[config.mk]
export PLATFORM = sky130hd
export DESIGN_NAME = mws_regs
export DESIGN_NICKNAME = d
export VERILOG_FILES = /design/src/logic/mws_setup_reg.v /design/src/logic/mws_bar.v /design/src/logic/mws_regs.v
export VERILOG_INCLUDE_DIRS = /design/src /design/src/logic
export SDC_FILE = /design/constraint.sdc
export NUM_CORES = 1
export LEC_CHECK = 0
export ABC_AREA = 1
export BUFFER_PORTS_ARGS = -buffer_cell sky130_fd_sc_hd__buf_2
export CORE_ASPECT_RATIO = 1.2
export CORE_UTILIZATION = 45
export DETAILED_ROUTE_END_ITERATION = 16
export GPL_ROUTABILITY_DRIVEN = 0
export PLACE_DENSITY = 0.74
export SYNTH_ARGS = -nofsm -noshare
export SYNTH_HDL_FRONTEND = slang
export SYNTH_SLANG_ARGS = --single-unit
[constraint.sdc]
create_clock -name clk_i -period 1.9 [get_ports clk_i]
set_input_delay 0.285 -clock clk_i [delete_from_list [all_inputs] [get_ports clk_i]]
set_output_delay 0.285 -clock clk_i [all_outputs]
set_load 0.02 [all_outputs]
[src/logic/mws_map.vh]
// Offsets, field positions and reset values of the memory window setup bank
// Notes on behaviour
// - Bit 0 and bits 11:4 of the four window setup registers read as zero; the upper setup register reads back all bits.
// - Placement bits 2:1: 00 anywhere, 01 below 1MB; reset 00.
// - Placement code 10 (64-bit) is accepted only by the third downstream window.
// - Bit 3 marks the window prefetchable; resets to 0.
// - Size bits 30:12 choose which base address bits are writable; bit 31 while setup bit 31 is set; others read zero but bits 3:0 mirror setup bits 3:0.
// - First downstream window reads size 7FFFFh when written all zeros.
// - Size resets to zero, except first downstream window which resets to 7FFFFh.
// - Bit 31 zero disables the base address register, which then reads zero.
// - Enable resets to 0, except first downstream window, which resets enabled.
// - With upper enable set, third window bit 31 becomes a size bit.
// - Upper setup bits 31:0 mask the upper base bits; reset to zero.
// - Upper setup bit 31 enables the 64-bit form; resets to 0.
// - Translated base bits used equal the writable base address bits granted.
`ifndef MWS_MAP_VH
`define MWS_MAP_VH

`define MWS_OFF_DS0       8'hAC
`define MWS_OFF_DS2       8'hB4
`define MWS_OFF_DS3       8'hB8
`define MWS_OFF_DS3_UPPER 8'hBC
`define MWS_OFF_US1       8'hC8

`define MWS_ENABLE_BIT    31
`define MWS_SIZE_HI       30
`define MWS_SIZE_LO       12
`define MWS_PREF_BIT      3
`define MWS_TYPE_HI       2
`define MWS_TYPE_LO       1

`define MWS_TYPE_ANY      2'h0
`define MWS_TYPE_BELOW1M  2'h1
`define MWS_TYPE_64       2'h2

`define MWS_SIZE_4K       19'h7FFFF
`define MWS_DS0_RESET     32'hFFFFF000
`define MWS_OTHER_RESET   32'h00000000
`define MWS_UPPER_RESET   32'h00000000

`define MWS_BAR_UPPER     3'h4

`endif

[src/logic/mws_setup_reg.v]
// One memory window setup register with its write filtering
`timescale 1ns/10ps
`default_nettype none
`include "mws_map.vh"

module mws_setup_reg #(
  parameter [31:0] RESET_VAL = 32'h00000000,
  parameter        ALLOW64   = 0,
  parameter        KEEP_MIN  = 0
) (
  input  wire        clk_i,
  input  wire        reset_n_i,
  input  wire        wr_i,
  input  wire [31:0] wdata_i,
  output wire [31:0] value_o
);

  reg        en_reg;
  reg [18:0] size_reg;
  reg        pref_reg;
  reg [1:0]  type_reg;
  reg [18:0] size_next;
  reg [1:0]  type_next;

  always @* begin
    size_next = wdata_i[`MWS_SIZE_HI:`MWS_SIZE_LO];
    if (KEEP_MIN != 0 && size_next == 19'h00000)
      size_next = `MWS_SIZE_4K;
    type_next = wdata_i[`MWS_TYPE_HI:`MWS_TYPE_LO];
    if (ALLOW64 == 0)
      type_next[1] = 1'b0;
  end

  always @(posedge clk_i or negedge reset_n_i) begin
    if (!reset_n_i) begin
      en_reg   <= RESET_VAL[`MWS_ENABLE_BIT];
      size_reg <= RESET_VAL[`MWS_SIZE_HI:`MWS_SIZE_LO];
      pref_reg <= RESET_VAL[`MWS_PREF_BIT];
      type_reg <= RESET_VAL[`MWS_TYPE_HI:`MWS_TYPE_LO];
    end else if (wr_i) begin
      en_reg   <= wdata_i[`MWS_ENABLE_BIT];
      size_reg <= size_next;
      pref_reg <= wdata_i[`MWS_PREF_BIT];
      type_reg <= type_next;
    end
  end

  assign value_o = {en_reg, size_reg, 8'h00, pref_reg, type_reg, 1'b0};

endmodule // mws_setup_reg
`default_nettype wire

[src/logic/mws_bar.v]
// Base address register whose writable bits follow a size mask
`timescale 1ns/10ps
`default_nettype none

module mws_bar (
  input  wire        clk_i,
  input  wire        reset_n_i,
  input  wire        wr_i,
  input  wire [31:0] wdata_i,
  input  wire        en_i,
  input  wire [31:0] mask_i,
  input  wire [3:0]  low_i,
  output wire [31:0] rdata_o
);

  reg [31:0] base_reg;

  always @(posedge clk_i or negedge reset_n_i) begin
    if (!reset_n_i)
      base_reg <= 32'h00000000;
    else if (wr_i && en_i)
      base_reg <= wdata_i & mask_i;
  end

  // Masking on read too, so a later smaller size hides stale bits
  assign rdata_o = en_i ? ((base_reg & mask_i) | {28'h0000000, low_i})
                        : 32'h00000000;

endmodule // mws_bar
`default_nettype wire

[src/logic/mws_regs.v]
// Memory window setup register bank with its five base address registers
`timescale 1ns/10ps
`default_nettype none
`include "mws_map.vh"

module mws_regs (
  input  wire        clk_i,
  input  wire        reset_n_i,
  // Preload / local processor setup path
  input  wire        setup_wr_i,
  input  wire [7:0]  setup_addr_i,
  input  wire [31:0] setup_wdata_i,
  // Host configuration access to the setup registers
  input  wire        host_rd_i,
  input  wire        host_wr_i,
  input  wire [7:0]  host_addr_i,
  output reg  [31:0] host_rdata_o,
  output reg         host_ack_o,
  // Host access to the base address registers
  input  wire        bar_rd_i,
  input  wire        bar_wr_i,
  input  wire [2:0]  bar_sel_i,
  input  wire [31:0] bar_wdata_i,
  output reg  [31:0] bar_rdata_o,
  output reg         bar_ack_o,
  // Window state toward the decoder and translator
  output reg  [3:0]  win_en_o,
  output reg         win64_en_o,
  output reg  [3:0]  win_prefetch_o,
  output reg  [7:0]  win_type_o,
  output reg  [79:0] xlat_mask_o,
  output reg  [31:0] xlat_hi_mask_o
);

  ////////////////////////////////////////////////////////////////////////////
  // Address decode

  // Window index of an offset; 3'h4 upper setup, 3'h7 unmapped
  function [2:0] mws_sel;
    input [7:0] addr;
    begin
      case (addr)
        `MWS_OFF_DS0:       mws_sel = 3'h0;
        `MWS_OFF_DS2:       mws_sel = 3'h1;
        `MWS_OFF_DS3:       mws_sel = 3'h2;
        `MWS_OFF_US1:       mws_sel = 3'h3;
        `MWS_OFF_DS3_UPPER: mws_sel = 3'h4;
        default:            mws_sel = 3'h7;
      endcase
    end
  endfunction

  wire [2:0] setup_sel = mws_sel(setup_addr_i);
  wire [2:0] host_sel  = mws_sel(host_addr_i);

  ////////////////////////////////////////////////////////////////////////////
  // Upper half setup of the third downstream window

  reg [31:0] upper_reg;

  always @(posedge clk_i or negedge reset_n_i) begin
    if (!reset_n_i)
      upper_reg <= `MWS_UPPER_RESET;
    else if (setup_wr_i && setup_sel == 3'h4)
      upper_reg <= setup_wdata_i;
  end

  // Mask is taken as loaded; placement 10 is the agent's duty
  wire        up64      = upper_reg[`MWS_ENABLE_BIT];
  wire [31:0] hi_mask   = up64 ? upper_reg : 32'h00000000;

  ////////////////////////////////////////////////////////////////////////////
  // Setup registers and base address registers per window

  wire [31:0] setup_val [0:3];
  wire [31:0] bar_val   [0:3];
  wire [3:0]  win_en;
  wire [79:0] win_mask;

  genvar i;
  generate
    for (i = 0; i < 4; i = i + 1) begin : g_win
      mws_setup_reg #(
        .RESET_VAL ((i == 0) ? `MWS_DS0_RESET : `MWS_OTHER_RESET),
        .ALLOW64   ((i == 2) ? 1 : 0),
        .KEEP_MIN  ((i == 0) ? 1 : 0)
      ) u_setup (
        .clk_i     (clk_i),
        .reset_n_i (reset_n_i),
        .wr_i      (setup_wr_i && setup_sel == i),
        .wdata_i   (setup_wdata_i),
        .value_o   (setup_val[i])
      );

      // Third window: upper enable turns bit 31 into a size bit
      if (i == 2) begin : g_w64
        assign win_en[i] = up64 | setup_val[i][`MWS_ENABLE_BIT];
      end else begin : g_w32
        assign win_en[i] = setup_val[i][`MWS_ENABLE_BIT];
      end

      // Bit 31 writable only when setup bit 31 is set, as enable or as size bit
      assign win_mask[i*20 +: 20] = win_en[i] ?
             setup_val[i][31:12] : 20'h00000;

      mws_bar u_bar (
        .clk_i     (clk_i),
        .reset_n_i (reset_n_i),
        .wr_i      (bar_wr_i && bar_sel_i == i),
        .wdata_i   (bar_wdata_i),
        .en_i      (win_en[i]),
        .mask_i    ({win_mask[i*20 +: 20], 12'h000}),
        .low_i     (setup_val[i][3:0]),
        .rdata_o   (bar_val[i])
      );
    end
  endgenerate

  wire [31:0] bar_hi_val;

  mws_bar u_bar_hi (
    .clk_i     (clk_i),
    .reset_n_i (reset_n_i),
    .wr_i      (bar_wr_i && bar_sel_i == `MWS_BAR_UPPER),
    .wdata_i   (bar_wdata_i),
    .en_i      (up64),
    .mask_i    (hi_mask),
    .low_i     (4'h0),
    .rdata_o   (bar_hi_val)
  );

  ////////////////////////////////////////////////////////////////////////////
  // Host read of the setup registers; host writes are ignored

  reg [31:0] host_rdata_next;

  always @* begin
    case (host_sel)
      3'h0:    host_rdata_next = setup_val[0];
      3'h1:    host_rdata_next = setup_val[1];
      3'h2:    host_rdata_next = setup_val[2];
      3'h3:    host_rdata_next = setup_val[3];
      3'h4:    host_rdata_next = upper_reg;
      default: host_rdata_next = 32'h00000000;
    endcase
  end

  always @(posedge clk_i or negedge reset_n_i) begin
    if (!reset_n_i) begin
      host_rdata_o <= 32'h00000000;
      host_ack_o   <= 1'b0;
    end else begin
      host_ack_o <= host_rd_i | host_wr_i;
      if (host_rd_i)
        host_rdata_o <= host_rdata_next;
    end
  end

  ////////////////////////////////////////////////////////////////////////////
  // Host read of the base address registers

  reg [31:0] bar_rdata_next;

  always @* begin
    case (bar_sel_i)
      3'h0:    bar_rdata_next = bar_val[0];
      3'h1:    bar_rdata_next = bar_val[1];
      3'h2:    bar_rdata_next = bar_val[2];
      3'h3:    bar_rdata_next = bar_val[3];
      3'h4:    bar_rdata_next = bar_hi_val;
      default: bar_rdata_next = 32'h00000000;
    endcase
  end

  always @(posedge clk_i or negedge reset_n_i) begin
    if (!reset_n_i) begin
      bar_rdata_o <= 32'h00000000;
      bar_ack_o   <= 1'b0;
    end else begin
      bar_ack_o <= bar_rd_i | bar_wr_i;
      if (bar_rd_i)
        bar_rdata_o <= bar_rdata_next;
    end
  end

  ////////////////////////////////////////////////////////////////////////////
  // Registered window state for the decoder and translator

  always @(posedge clk_i or negedge reset_n_i) begin
    if (!reset_n_i) begin
      win_en_o       <= 4'h0;
      win64_en_o     <= 1'b0;
      win_prefetch_o <= 4'h0;
      win_type_o     <= 8'h00;
      xlat_mask_o    <= {80{1'b0}};
      xlat_hi_mask_o <= 32'h00000000;
    end else begin
      win_en_o       <= win_en;
      win64_en_o     <= up64;
      win_prefetch_o <= {setup_val[3][`MWS_PREF_BIT],
                         setup_val[2][`MWS_PREF_BIT],
                         setup_val[1][`MWS_PREF_BIT],
                         setup_val[0][`MWS_PREF_BIT]};
      win_type_o     <= {setup_val[3][2:1], setup_val[2][2:1],
                         setup_val[1][2:1], setup_val[0][2:1]};
      xlat_mask_o    <= win_mask;
      xlat_hi_mask_o <= hi_mask;
    end
  end

endmodule // mws_regs
`default_nettype wire

Word level (Yosys, flattened, before mapping):

Cells that the tools add are included.

* bits of input ports: 90
* register bits: 473
* output and inout bits: 195

* muxes and demuxes: 15
* eq/ne operators: 22
* reductions and logical operators: 19
* bitwise operators: 17

Operators with widths (number)
* bitwise AND 32 bit: 10
* one-hot mux 32 bit (5 select lines): 2
* 2-to-1 mux 32 bit: 6
* OR 32 x 4 -> 32 bit: 4
* == test 8 bit, second input constant: 10
* 2-to-1 mux 20 bit: 4
* one-hot mux 3 bit (5 select lines): 2
* zero test 19 bit: 1
* 2-to-1 mux 19 bit: 1
* == test 3 x 2 -> 1 bit, second input constant: 6
* logical AND 1 bit: 15
* == test 3 x 1 -> 1 bit, second input constant: 3
* == test 3 bit, second input constant: 3
* zero test 3 bit: 3
* OR 1 bit: 3

Depth between registers and ports, before layout:

Gate-level depths: netlist of the first run.

* word-level depth: 6
* depth in mapped cells: 9
* mapped depth without buffers: 8

Modules after synthesis:

Synthesis of the first run repeated with hierarchy kept, for this count alone.

* cell total of the unflattened synthesis: 2818
* area, all modules: 22185.0 sq um

By module, submodules not included
* mws_regs: area each 10513.8 sq um, cells each 1337, times used 1
* mws_bar: area each 1546.5 sq um, cells each 207, times used 5
* mws_setup_reg (g_win[1].u_setup ...): area each 933.4 sq um, cells each 106, times used 2
* mws_setup_reg (g_win[0].u_setup): area each 1109.8 sq um, cells each 125, times used 1
* mws_setup_reg (g_win[2].u_setup): area each 962.2 sq um, cells each 109, times used 1

Worst setup path before layout of the first run:

Ideal clock, no wire load.

* path kind: flip-flop to flip-flop
* start point: register g_win[0].u_setup.en_reg
* end point: register bar_rdata_o[26]
* buffers on the path: 1
* setup slack: 0.561 ns
* period minus slack after synthesis: 1.339 ns
* stages on the path, launching flop included: 8
* required time: 1.834 ns
* data arrival time: 1.274 ns
* library setup time: 0.066 ns
* cell sequence: dfstp_2 buf_1 nand2_1 nor3_1 nor2_1 nand3_1 nand2_1 nand2_1

* word-level cells in the longest chain between the ends: 5

RTL lines
* start, declared: RTL line mws_setup_reg.v:18 `reg en_reg;`
* start signal, assigned: RTL line mws_setup_reg.v:36 `` en_reg <= RESET_VAL[`MWS_ENABLE_BIT]; ``
* start signal, assigned: RTL line mws_setup_reg.v:41 `` en_reg <= wdata_i[`MWS_ENABLE_BIT]; ``
* 2-to-1 mux 20 bit: RTL line mws_regs.v:103 `assign win_mask[i*20 +: 20] = win_en[i] ?`
* bitwise AND 32 bit: RTL line mws_bar.v:26 `assign rdata_o = en_i ? ((base_reg & mask_i) | {28'h0000000, low_i})`
* OR 32 x 4 -> 32 bit: RTL line mws_bar.v:26
* 2-to-1 mux 32 bit (*): RTL line mws_bar.v:26
* one-hot mux 32 bit (5 select lines) (*): RTL line mws_regs.v:165 `case (bar_sel_i)`
* end signal, assigned: RTL line mws_regs.v:182 `bar_rdata_o <= bar_rdata_next;`
* end, declared: RTL line mws_regs.v:24 `output reg [31:0] bar_rdata_o,`

Every way passes the cells marked *; elsewhere a longest branch is shown, timed or not.
A chain may end at the register's enable or synchronous reset.

Worst setup path in the final report of the first run:

* start point: register g_win[2].u_setup.en_reg
* end point: register g_win[2].u_bar.base_reg[15]

* word-level cells in the longest chain between the ends: 3
* elaborated cells on any way between the ends: 4
* classes of those cells: mux (1); bitwise (2); reduce/logical (1)

RTL lines
* start, declared: RTL line mws_setup_reg.v:18
* start signal, assigned: RTL line mws_setup_reg.v:36
* start signal, assigned: RTL line mws_setup_reg.v:41
* OR 1 bit (*): RTL line mws_regs.v:97 `` assign win_en[i] = up64 | setup_val[i][`MWS_ENABLE_BIT]; ``
* 2-to-1 mux 20 bit: RTL line mws_regs.v:103
* bitwise AND 32 bit: RTL line mws_bar.v:22 `base_reg <= wdata_i & mask_i;`
* end signal, assigned: RTL line mws_bar.v:22
* end, declared: RTL line mws_bar.v:16 `reg [31:0] base_reg;`

Marked as above.

==> flow_summary.json, run 1 <==
{
  "outcome": "complete, no violations",
  "quantity_of_i_o_buffers_inserted_on_ports": 281,
  "floorplan.rows": 78,
  "clock_skew_ns": 0.02072,
  "wire_length_of_the_first_global_routing_pass_um": 87760,
  "via_count_of_the_first_global_routing_pass": 15060,
  "cts_tree": "built",
  "clk_transition_reported_paths_ns": 0.06,
  "layout_worst_path_cycle_share_pct": 88.24,
  "detailedPlacementHpwl_um": 38810,
  "finalSetupViolations": 0,
  "max-slew-margin-rel_pct": 60.72,
  "post_synthesis_cell_type_with_the_largest_combined_area": "dfrtp_1",
  "post_synth_instance_area_um2": 17520,
  "final_core_utilization_pct": 56.29,
  "final_layout_size_suffix_gt1_share_pct": 19.34,
  "power_per_cell_area_nw_per_um2": 876.0,
  "initialDrtViolationCount": 1694,
  "die_width_um": 182.1,
  "detail_route.drc_violations": 0,
  "tightest_slew_ns": 0.5885,
  "ios": 285,
  "clock_insertion_delay_worst_skew_ns": 0.55,
  "worst_setup_path_end_kind": "flop",
  "antenna_violating_nets_post_route": 0,
  "h-tree-depth": 2,
  "synth.yosys.seq_area_share_pct": 60.26,
  "ff2ff_path_depth": 7,
  "antenna_found_initial": 8,
  "max-clock-path-buffers": 3,
  "yosys_warnings": 0,
  "inserted_clock_buffers": 41,
  "top_family_by_delay_on_critical_path": "buffers and inverters",
  "post-route-min-period_ns": 1.677,
  "critPathMaxStageDelay_ns": 0.44,
  "leakage_nw": 11.99,
  "timing.critical_path.slowest_stage_cell": "dfrtp_1",
  "mostFrequentLayoutCells": "nand2_1, dfrtp_1, nand3_1",
  "wl_um": 57010,
  "synthToLayoutAreaGrowth_pct": 22.25,
  "die_height_um": 218.2,
  "final_common_cell": "nand2_1",
  "timing_worst_setup_path_type": "reg -> reg",
  "critical_path.cell_chain": "nor2_1, buf_12, nor2_2, inv_1, buf_4, o21ai_0, nand2_1",
  "synth_cell_types": 33,
  "post_synth.cell_area_avg_um2": 8.806,
  "core_area_um2": 38060,
  "max_freq_mhz": 596.5,
  "maxCapViolations": 0,
  "grt-ovfl-total": 0,
  "hold_depth": 3,
  "power_mw": 18.77,
  "largest_register_ff_count": 80,
  "cp.depth": 7,
  "final_max_slew_viol_count": 0,
  "cp.buffers_inverters": 3,
  "effective_utilization_at_floorplan_pct": 46.04,
  "ys_ff_latch": 421,
  "setup_repair_after_global_routing_missed_its_margin": "no",
  "syn-instance-count": 1990,
  "tritoncts_num_sinks": 421,
  "clock_tree.root_cell": "clkbuf_16",
  "tns_ns": 0,
  "finish.net_count": 2379,
  "die-area_um2": 39740,
  "vias": 15520,
  "final_area_um2": 21420,
  "worst_ir_drop_vdd_uv": 621.6,
  "pin_count_of_the_biggest_net_entering_global_routing": 66,
  "grt.total_usage_pct": 28.88,
  "synth_largest_type_area_fraction_pct": 57.26,
  "start_kind": "flop",
  "post_drt_via_cell_ratio": 5.539,
  "cp_max_fo": 21,
  "final-hold-violation-count": 0,
  "dpl_cell_area_um2": 19890,
  "drt_pass1_iterations": 8,
  "drt-wirelength-per-cell_um": 20.34,
  "synth.area.top_cells": "dfrtp_1, nand2_1, nand3_1",
  "class_of_the_worst_hold_path": "in -> reg",
  "worstPathArrival_ns": 2.10,
  "critical_path_required_ns": 2.32
}
## cell usage after synthesis (all sizes together)
library cell / n
dfrtp: 401
nor2: 81
o41ai: 9
dfstp: 20
a21o: 1
or2: 1
clkinv: 1
clkbuf: 57
buf: 55
nor4: 1
nand3b: 1
inv: 248
nand4: 5
o21bai: 22
nand3: 295
nand2: 483
o21a: 1
conb: 1
o21ai: 220
a21oi: 4
nor3: 81
o31ai: 2
## what timing repair did
action                    in CTS  in global routing
hold buffers                  20                  0
buffers inserted               0                  0
hold endpoints to repair      67                  0
resized for setup              0                  0
## area by class of cell
| cell class | instances | area (um^2) |
|---|---|---|
| Tap cell | 480 | 600.6 |
| Antenna cell | 5 | 12.51 |
| Clock buffer | 57 | 1136 |
| Inverter | 249 | 934.6 |
| Timing Repair Buffer | 366 | 2430 |
| Multi-Input combinational cell | 1210 | 5563 |
| Clock inverter | 14 | 186.4 |
| Sequential cell | 421 | 10560 |
| Fill cell | 3303 | 16640 |
## power by group
part | switching [mW] | leakage [nW] | total [mW] | internal [mW]
combinational | 0.832 | 5.98 | 1.20 | 0.365
clock | 3.44 | 0.649 | 8.17 | 4.73
sequential | 0.169 | 5.36 | 9.40 | 9.23
## metrics by stage
stage | hold slack (ns) | instances | worst slack, ns
floorplan | -0.01059 | 1992 | 0.5607
global placement | 0.2929 | 2706 | 0.2170
CTS | 0.002334 | 2797 | 0.2284
detailed placement | 0.2990 | 2706 | 0.1775
finish | 0.01549 | 2802 | 0.2235
global route | 0.02487 | 2798 | 0.07375
## cell families (layout without fill, tap and decap cells)
group / Yosys count / after routing / synth area share (%)
DFF: 421 / 421 / 60.26
AOI/OAI and AO/OA: 259 / 259 / 7.961
and+or+nand+nor: 948 / 948 / 23.50
other: 1 / 8 / 0.02140
buffers and inverters: 361 / 686 / 8.254
## final timing paths
path | endpoint | slack [ns] | startpoint
min | u_bar_hi.base_reg[31] | 0.02 | bar_wdata_i[31]
min in group asynchronous | u_bar_hi.base_reg[17] | 0.30 | reset_n_i
max | g_win[2].u_bar.base_reg[15] | 0.22 | g_win[2].u_setup.en_reg
max in group asynchronous | bar_rdata_o[8] | 0.82 | reset_n_i
max reg2reg | g_win[2].u_bar.base_reg[15] | 0.22 | g_win[2].u_setup.en_reg
min reg2reg | win_type_o[6] | 0.47 | g_win[3].u_setup.type_reg[0]
## metal layers
layer  wire, um  track usage (%)
met5         57           0.5000
met4       2547            12.77
met3       6166            6.999
met2      25440            44.25
met1      22790            39.06
## worst register-to-register path, delay by kind of cell (launching register included)
kind | cells | cell delay, ns
buffers and inverters | 3 | 0.50
flip-flops | 1 | 0.44
AND/OR/NAND/NOR | 3 | 0.39
AO/OA/AOI/OAI | 1 | 0.23
Note: power is estimated with default switching activity, not from simulation.
==> run 2: changes to the inputs <==
--- a/config.mk
+++ b/config.mk
@@ -10,9 +10,10 @@
 export BUFFER_PORTS_ARGS = -buffer_cell sky130_fd_sc_hd__buf_2
 export CORE_ASPECT_RATIO = 1.2
 export CORE_UTILIZATION = 45
+export CTS_CLUSTER_DIAMETER = 100
 export DETAILED_ROUTE_END_ITERATION = 16
 export GPL_ROUTABILITY_DRIVEN = 0
-export PLACE_DENSITY = 0.74
+export PLACE_DENSITY_LB_ADDON = 0.08
 export SYNTH_ARGS = -nofsm -noshare
 export SYNTH_HDL_FRONTEND = slang
 export SYNTH_SLANG_ARGS = --single-unit
==> run 2 against run 1 <==
  * Fmax shrank 4.5%
  * Sequential power about the same
  * Cell count grew 0.71%
  * Sequential share of layout area shrank 0.59 points
  * Via count is 2.8% lower
  * Worst hold slack improved by 0.0036 ns
  * Clock power increased by 11%
  * Count of clock-buffer cells in the layout rose by 7
==> flow_summary.json, run 2 (same netlist as run 1, synthesis figures left out) <==
{
  "tightest_slew_ns": 0.5403,
  "core_area_um2": 38060,
  "power_per_cell_area_nw_per_um2": 906.4,
  "tritoncts_num_sinks": 421,
  "timing_worst_setup_path_type": "reg -> reg",
  "rr_startpoint": "upper_reg[31]",
  "tns_ns": 0,
  "layout_worst_path_cycle_share_pct": 92.42,
  "start_kind": "flop",
  "setup_repair_after_global_routing_missed_its_margin": "no",
  "cts_tree": "built",
  "fill_cells": 3534,
  "worst_ir_drop_vdd_uv": 680.9,
  "effective_utilization_at_floorplan_pct": 46.04,
  "finalSetupViolations": 0,
  "post-route-min-period_ns": 1.756,
  "outcome": "complete, no violations",
  "pin_count_of_the_biggest_net_entering_global_routing": 82,
  "initialDrtViolationCount": 1425,
  "wire_length_of_the_first_global_routing_pass_um": 86370,
  "worst_setup_path_end_kind": "flop",
  "pre_cts_slack_ns": 0.1284,
  "mostFrequentLayoutCells": "nand2_1, dfrtp_1, nand3_1",
  "drt_pass1_iterations": 8,
  "synthToLayoutAreaGrowth_pct": 23.74,
  "die-area_um2": 39740,
  "worstPathArrival_ns": 2.20,
  "wl_um": 56780,
  "max_freq_mhz": 569.5,
  "final_common_cell": "nand2_1",
  "critPathLaunch": "upper_reg[31]",
  "antenna_violating_nets_post_route": 0,
  "hold_path_start": "bar_wdata_i[10]",
  "via_count_of_the_first_global_routing_pass": 14350,
  "quantity_of_i_o_buffers_inserted_on_ports": 281,
  "h-tree-depth": 2,
  "detailedPlacementHpwl_um": 39780,
  "antennaDiodeCount": 0,
  "final-hold-violation-count": 0,
  "share_clk_of_total_power_pct": 46.0,
  "grt-ovfl-total": 0,
  "antenna_found_initial": 0,
  "power.internal_mw": 15.11,
  "detail_route.drc_violations": 0,
  "die_height_um": 218.2,
  "largest_register_ff_count": 80,
  "finish.net_count": 2398,
  "total_switching_power_mw": 4.541,
  "die_width_um": 182.1,
  "maxCapViolations": 0,
  "post_drt_via_cell_ratio": 5.344,
  "drt-wirelength-per-cell_um": 20.12,
  "final_max_slew_viol_count": 0,
  "clock_tree.root_cell": "clkbuf_16",
  "max-slew-margin-rel_pct": 63.84,
  "clk_transition_reported_paths_ns": 0.06,
  "vias": 15080,
  "ios": 285,
  "hold_depth": 3,
  "clock_insertion_delay_worst_skew_ns": 0.55,
  "grt.total_usage_pct": 28.99,
  "final_layout_size_suffix_gt1_share_pct": 20.15,
  "max-clock-path-buffers": 3,
  "p_sw_share_pct": 23.10,
  "ff2ff_path_depth": 7,
  "clock_skew_ns": 0.01441,
  "post_cts.resized_instances": 0,
  "floorplan.rows": 78,
  "cp_max_fo": 15,
  "post-route-worst-setup-slack_ns": 0.1440,
  "sequential_cell_fraction_of_total_power_pct": 47.9,
  "power.combinational.fraction_pct": 6.1,
  "leakage_nw": 12.16,
  "critical_path_required_ns": 2.34,
  "inserted_clock_buffers": 43,
  "class_of_the_worst_hold_path": "in -> reg"
}
run 2: cell types whose count changed in the layout (fill, tap and decap cells not counted), sizes merged:
| cell | delta |
|---|---|
| buf | +13 |
| clkinv | +1 |
| clkbuf | +7 |
| inv | -1 |
| bufinv | +2 |
| dlygate4sd3 | +4 |
| diode | -5 |
| clkinvlp | -1 |
run 2: cell type report:
class / instances / area, um^2 / share of cell area [%]
timing repair buffer: 383 / 2505 / 11.55
inverter: 249 / 934.6 / 4.310
tap: 480 / 600.6 / 2.770
clock inverter: 15 / 229.0 / 1.056
sequential: 421 / 10560 / 48.70
multi-input combinational: 1210 / 5568 / 25.68
clock buffer: 64 / 1287 / 5.937
run 2: critical path, stage by stage, from the launching register on:
cell	delay, ns
dfrtp_1	0.44
nor2_2	0.31
buf_4	0.31
nor2_1	0.18
nand3_1	0.12
nand3_1	0.14
nand2_1	0.09
nand2_1	0.05
run 2: power groups by stage:
stage	Combinational [mW]	Sequential (mW)	Clock (mW)
2_1_floorplan	0.449	9.54	0
3_3_place_gp	1.14	9.56	0
3_5_place_dp	1.16	9.57	0
4_1_cts	1.20	9.41	9.19
5_1_grt	1.32	9.43	9.55
6_report	1.19	9.42	9.04
run 2: what timing repair did:
action | CTS | global route
endpoints found under the hold margin | 268 | 0
buffers inserted | 0 | 0
hold buffers | 24 | 0
endpoints found under the setup margin | 0 | 0
run 2: layer usage:
metal / GRT usage [%] / vias to the layer above / part of all wire, %
li1: - / 7000 / -
met1: 43.00 / 7288 / 45
met2: 43.79 / 708 / 45
met3: 4.449 / 85 / 8.0
met4: 9.020 / 0 / 2.7
met5: 0 / - / 0
run 2: through the flow:
| stage | utilization (%) | std cells | power (mW) | hold slack, ns | instance area (um^2) |
|---|---|---|---|---|---|
| 6_report | 56.97 | 2822 | 19.65 | 0.01910 | 21680 |
| 5_1_grt | 56.97 | 2822 | 20.30 | 0.02817 | 21680 |
| 4_1_cts | 56.97 | 2822 | 19.80 | 0.0005953 | 21680 |
| 3_5_place_dp | 52.36 | 2719 | 10.73 | 0.1431 | 19930 |
| 3_3_place_gp | 52.36 | 2719 | 10.71 | 0.1404 | 19930 |
| 2_1_floorplan | - | 1992 | 9.986 | -0.01059 | 17530 |
run 2: final timing paths:
| check | end | slack, ns |
|---|---|---|
| worst max-delay path | bar_rdata_o[25] | 0.14 |
| worst min-delay path | u_bar_hi.base_reg[10] | 0.02 |
| worst max register to register | bar_rdata_o[25] | 0.14 |
| worst min register to register | bar_rdata_o[18] | 0.47 |
| max in group asynchronous | g_win[0].u_setup.size_reg[3] | 0.92 |
| min in group asynchronous | xlat_mask_o[27] | 0.17 |
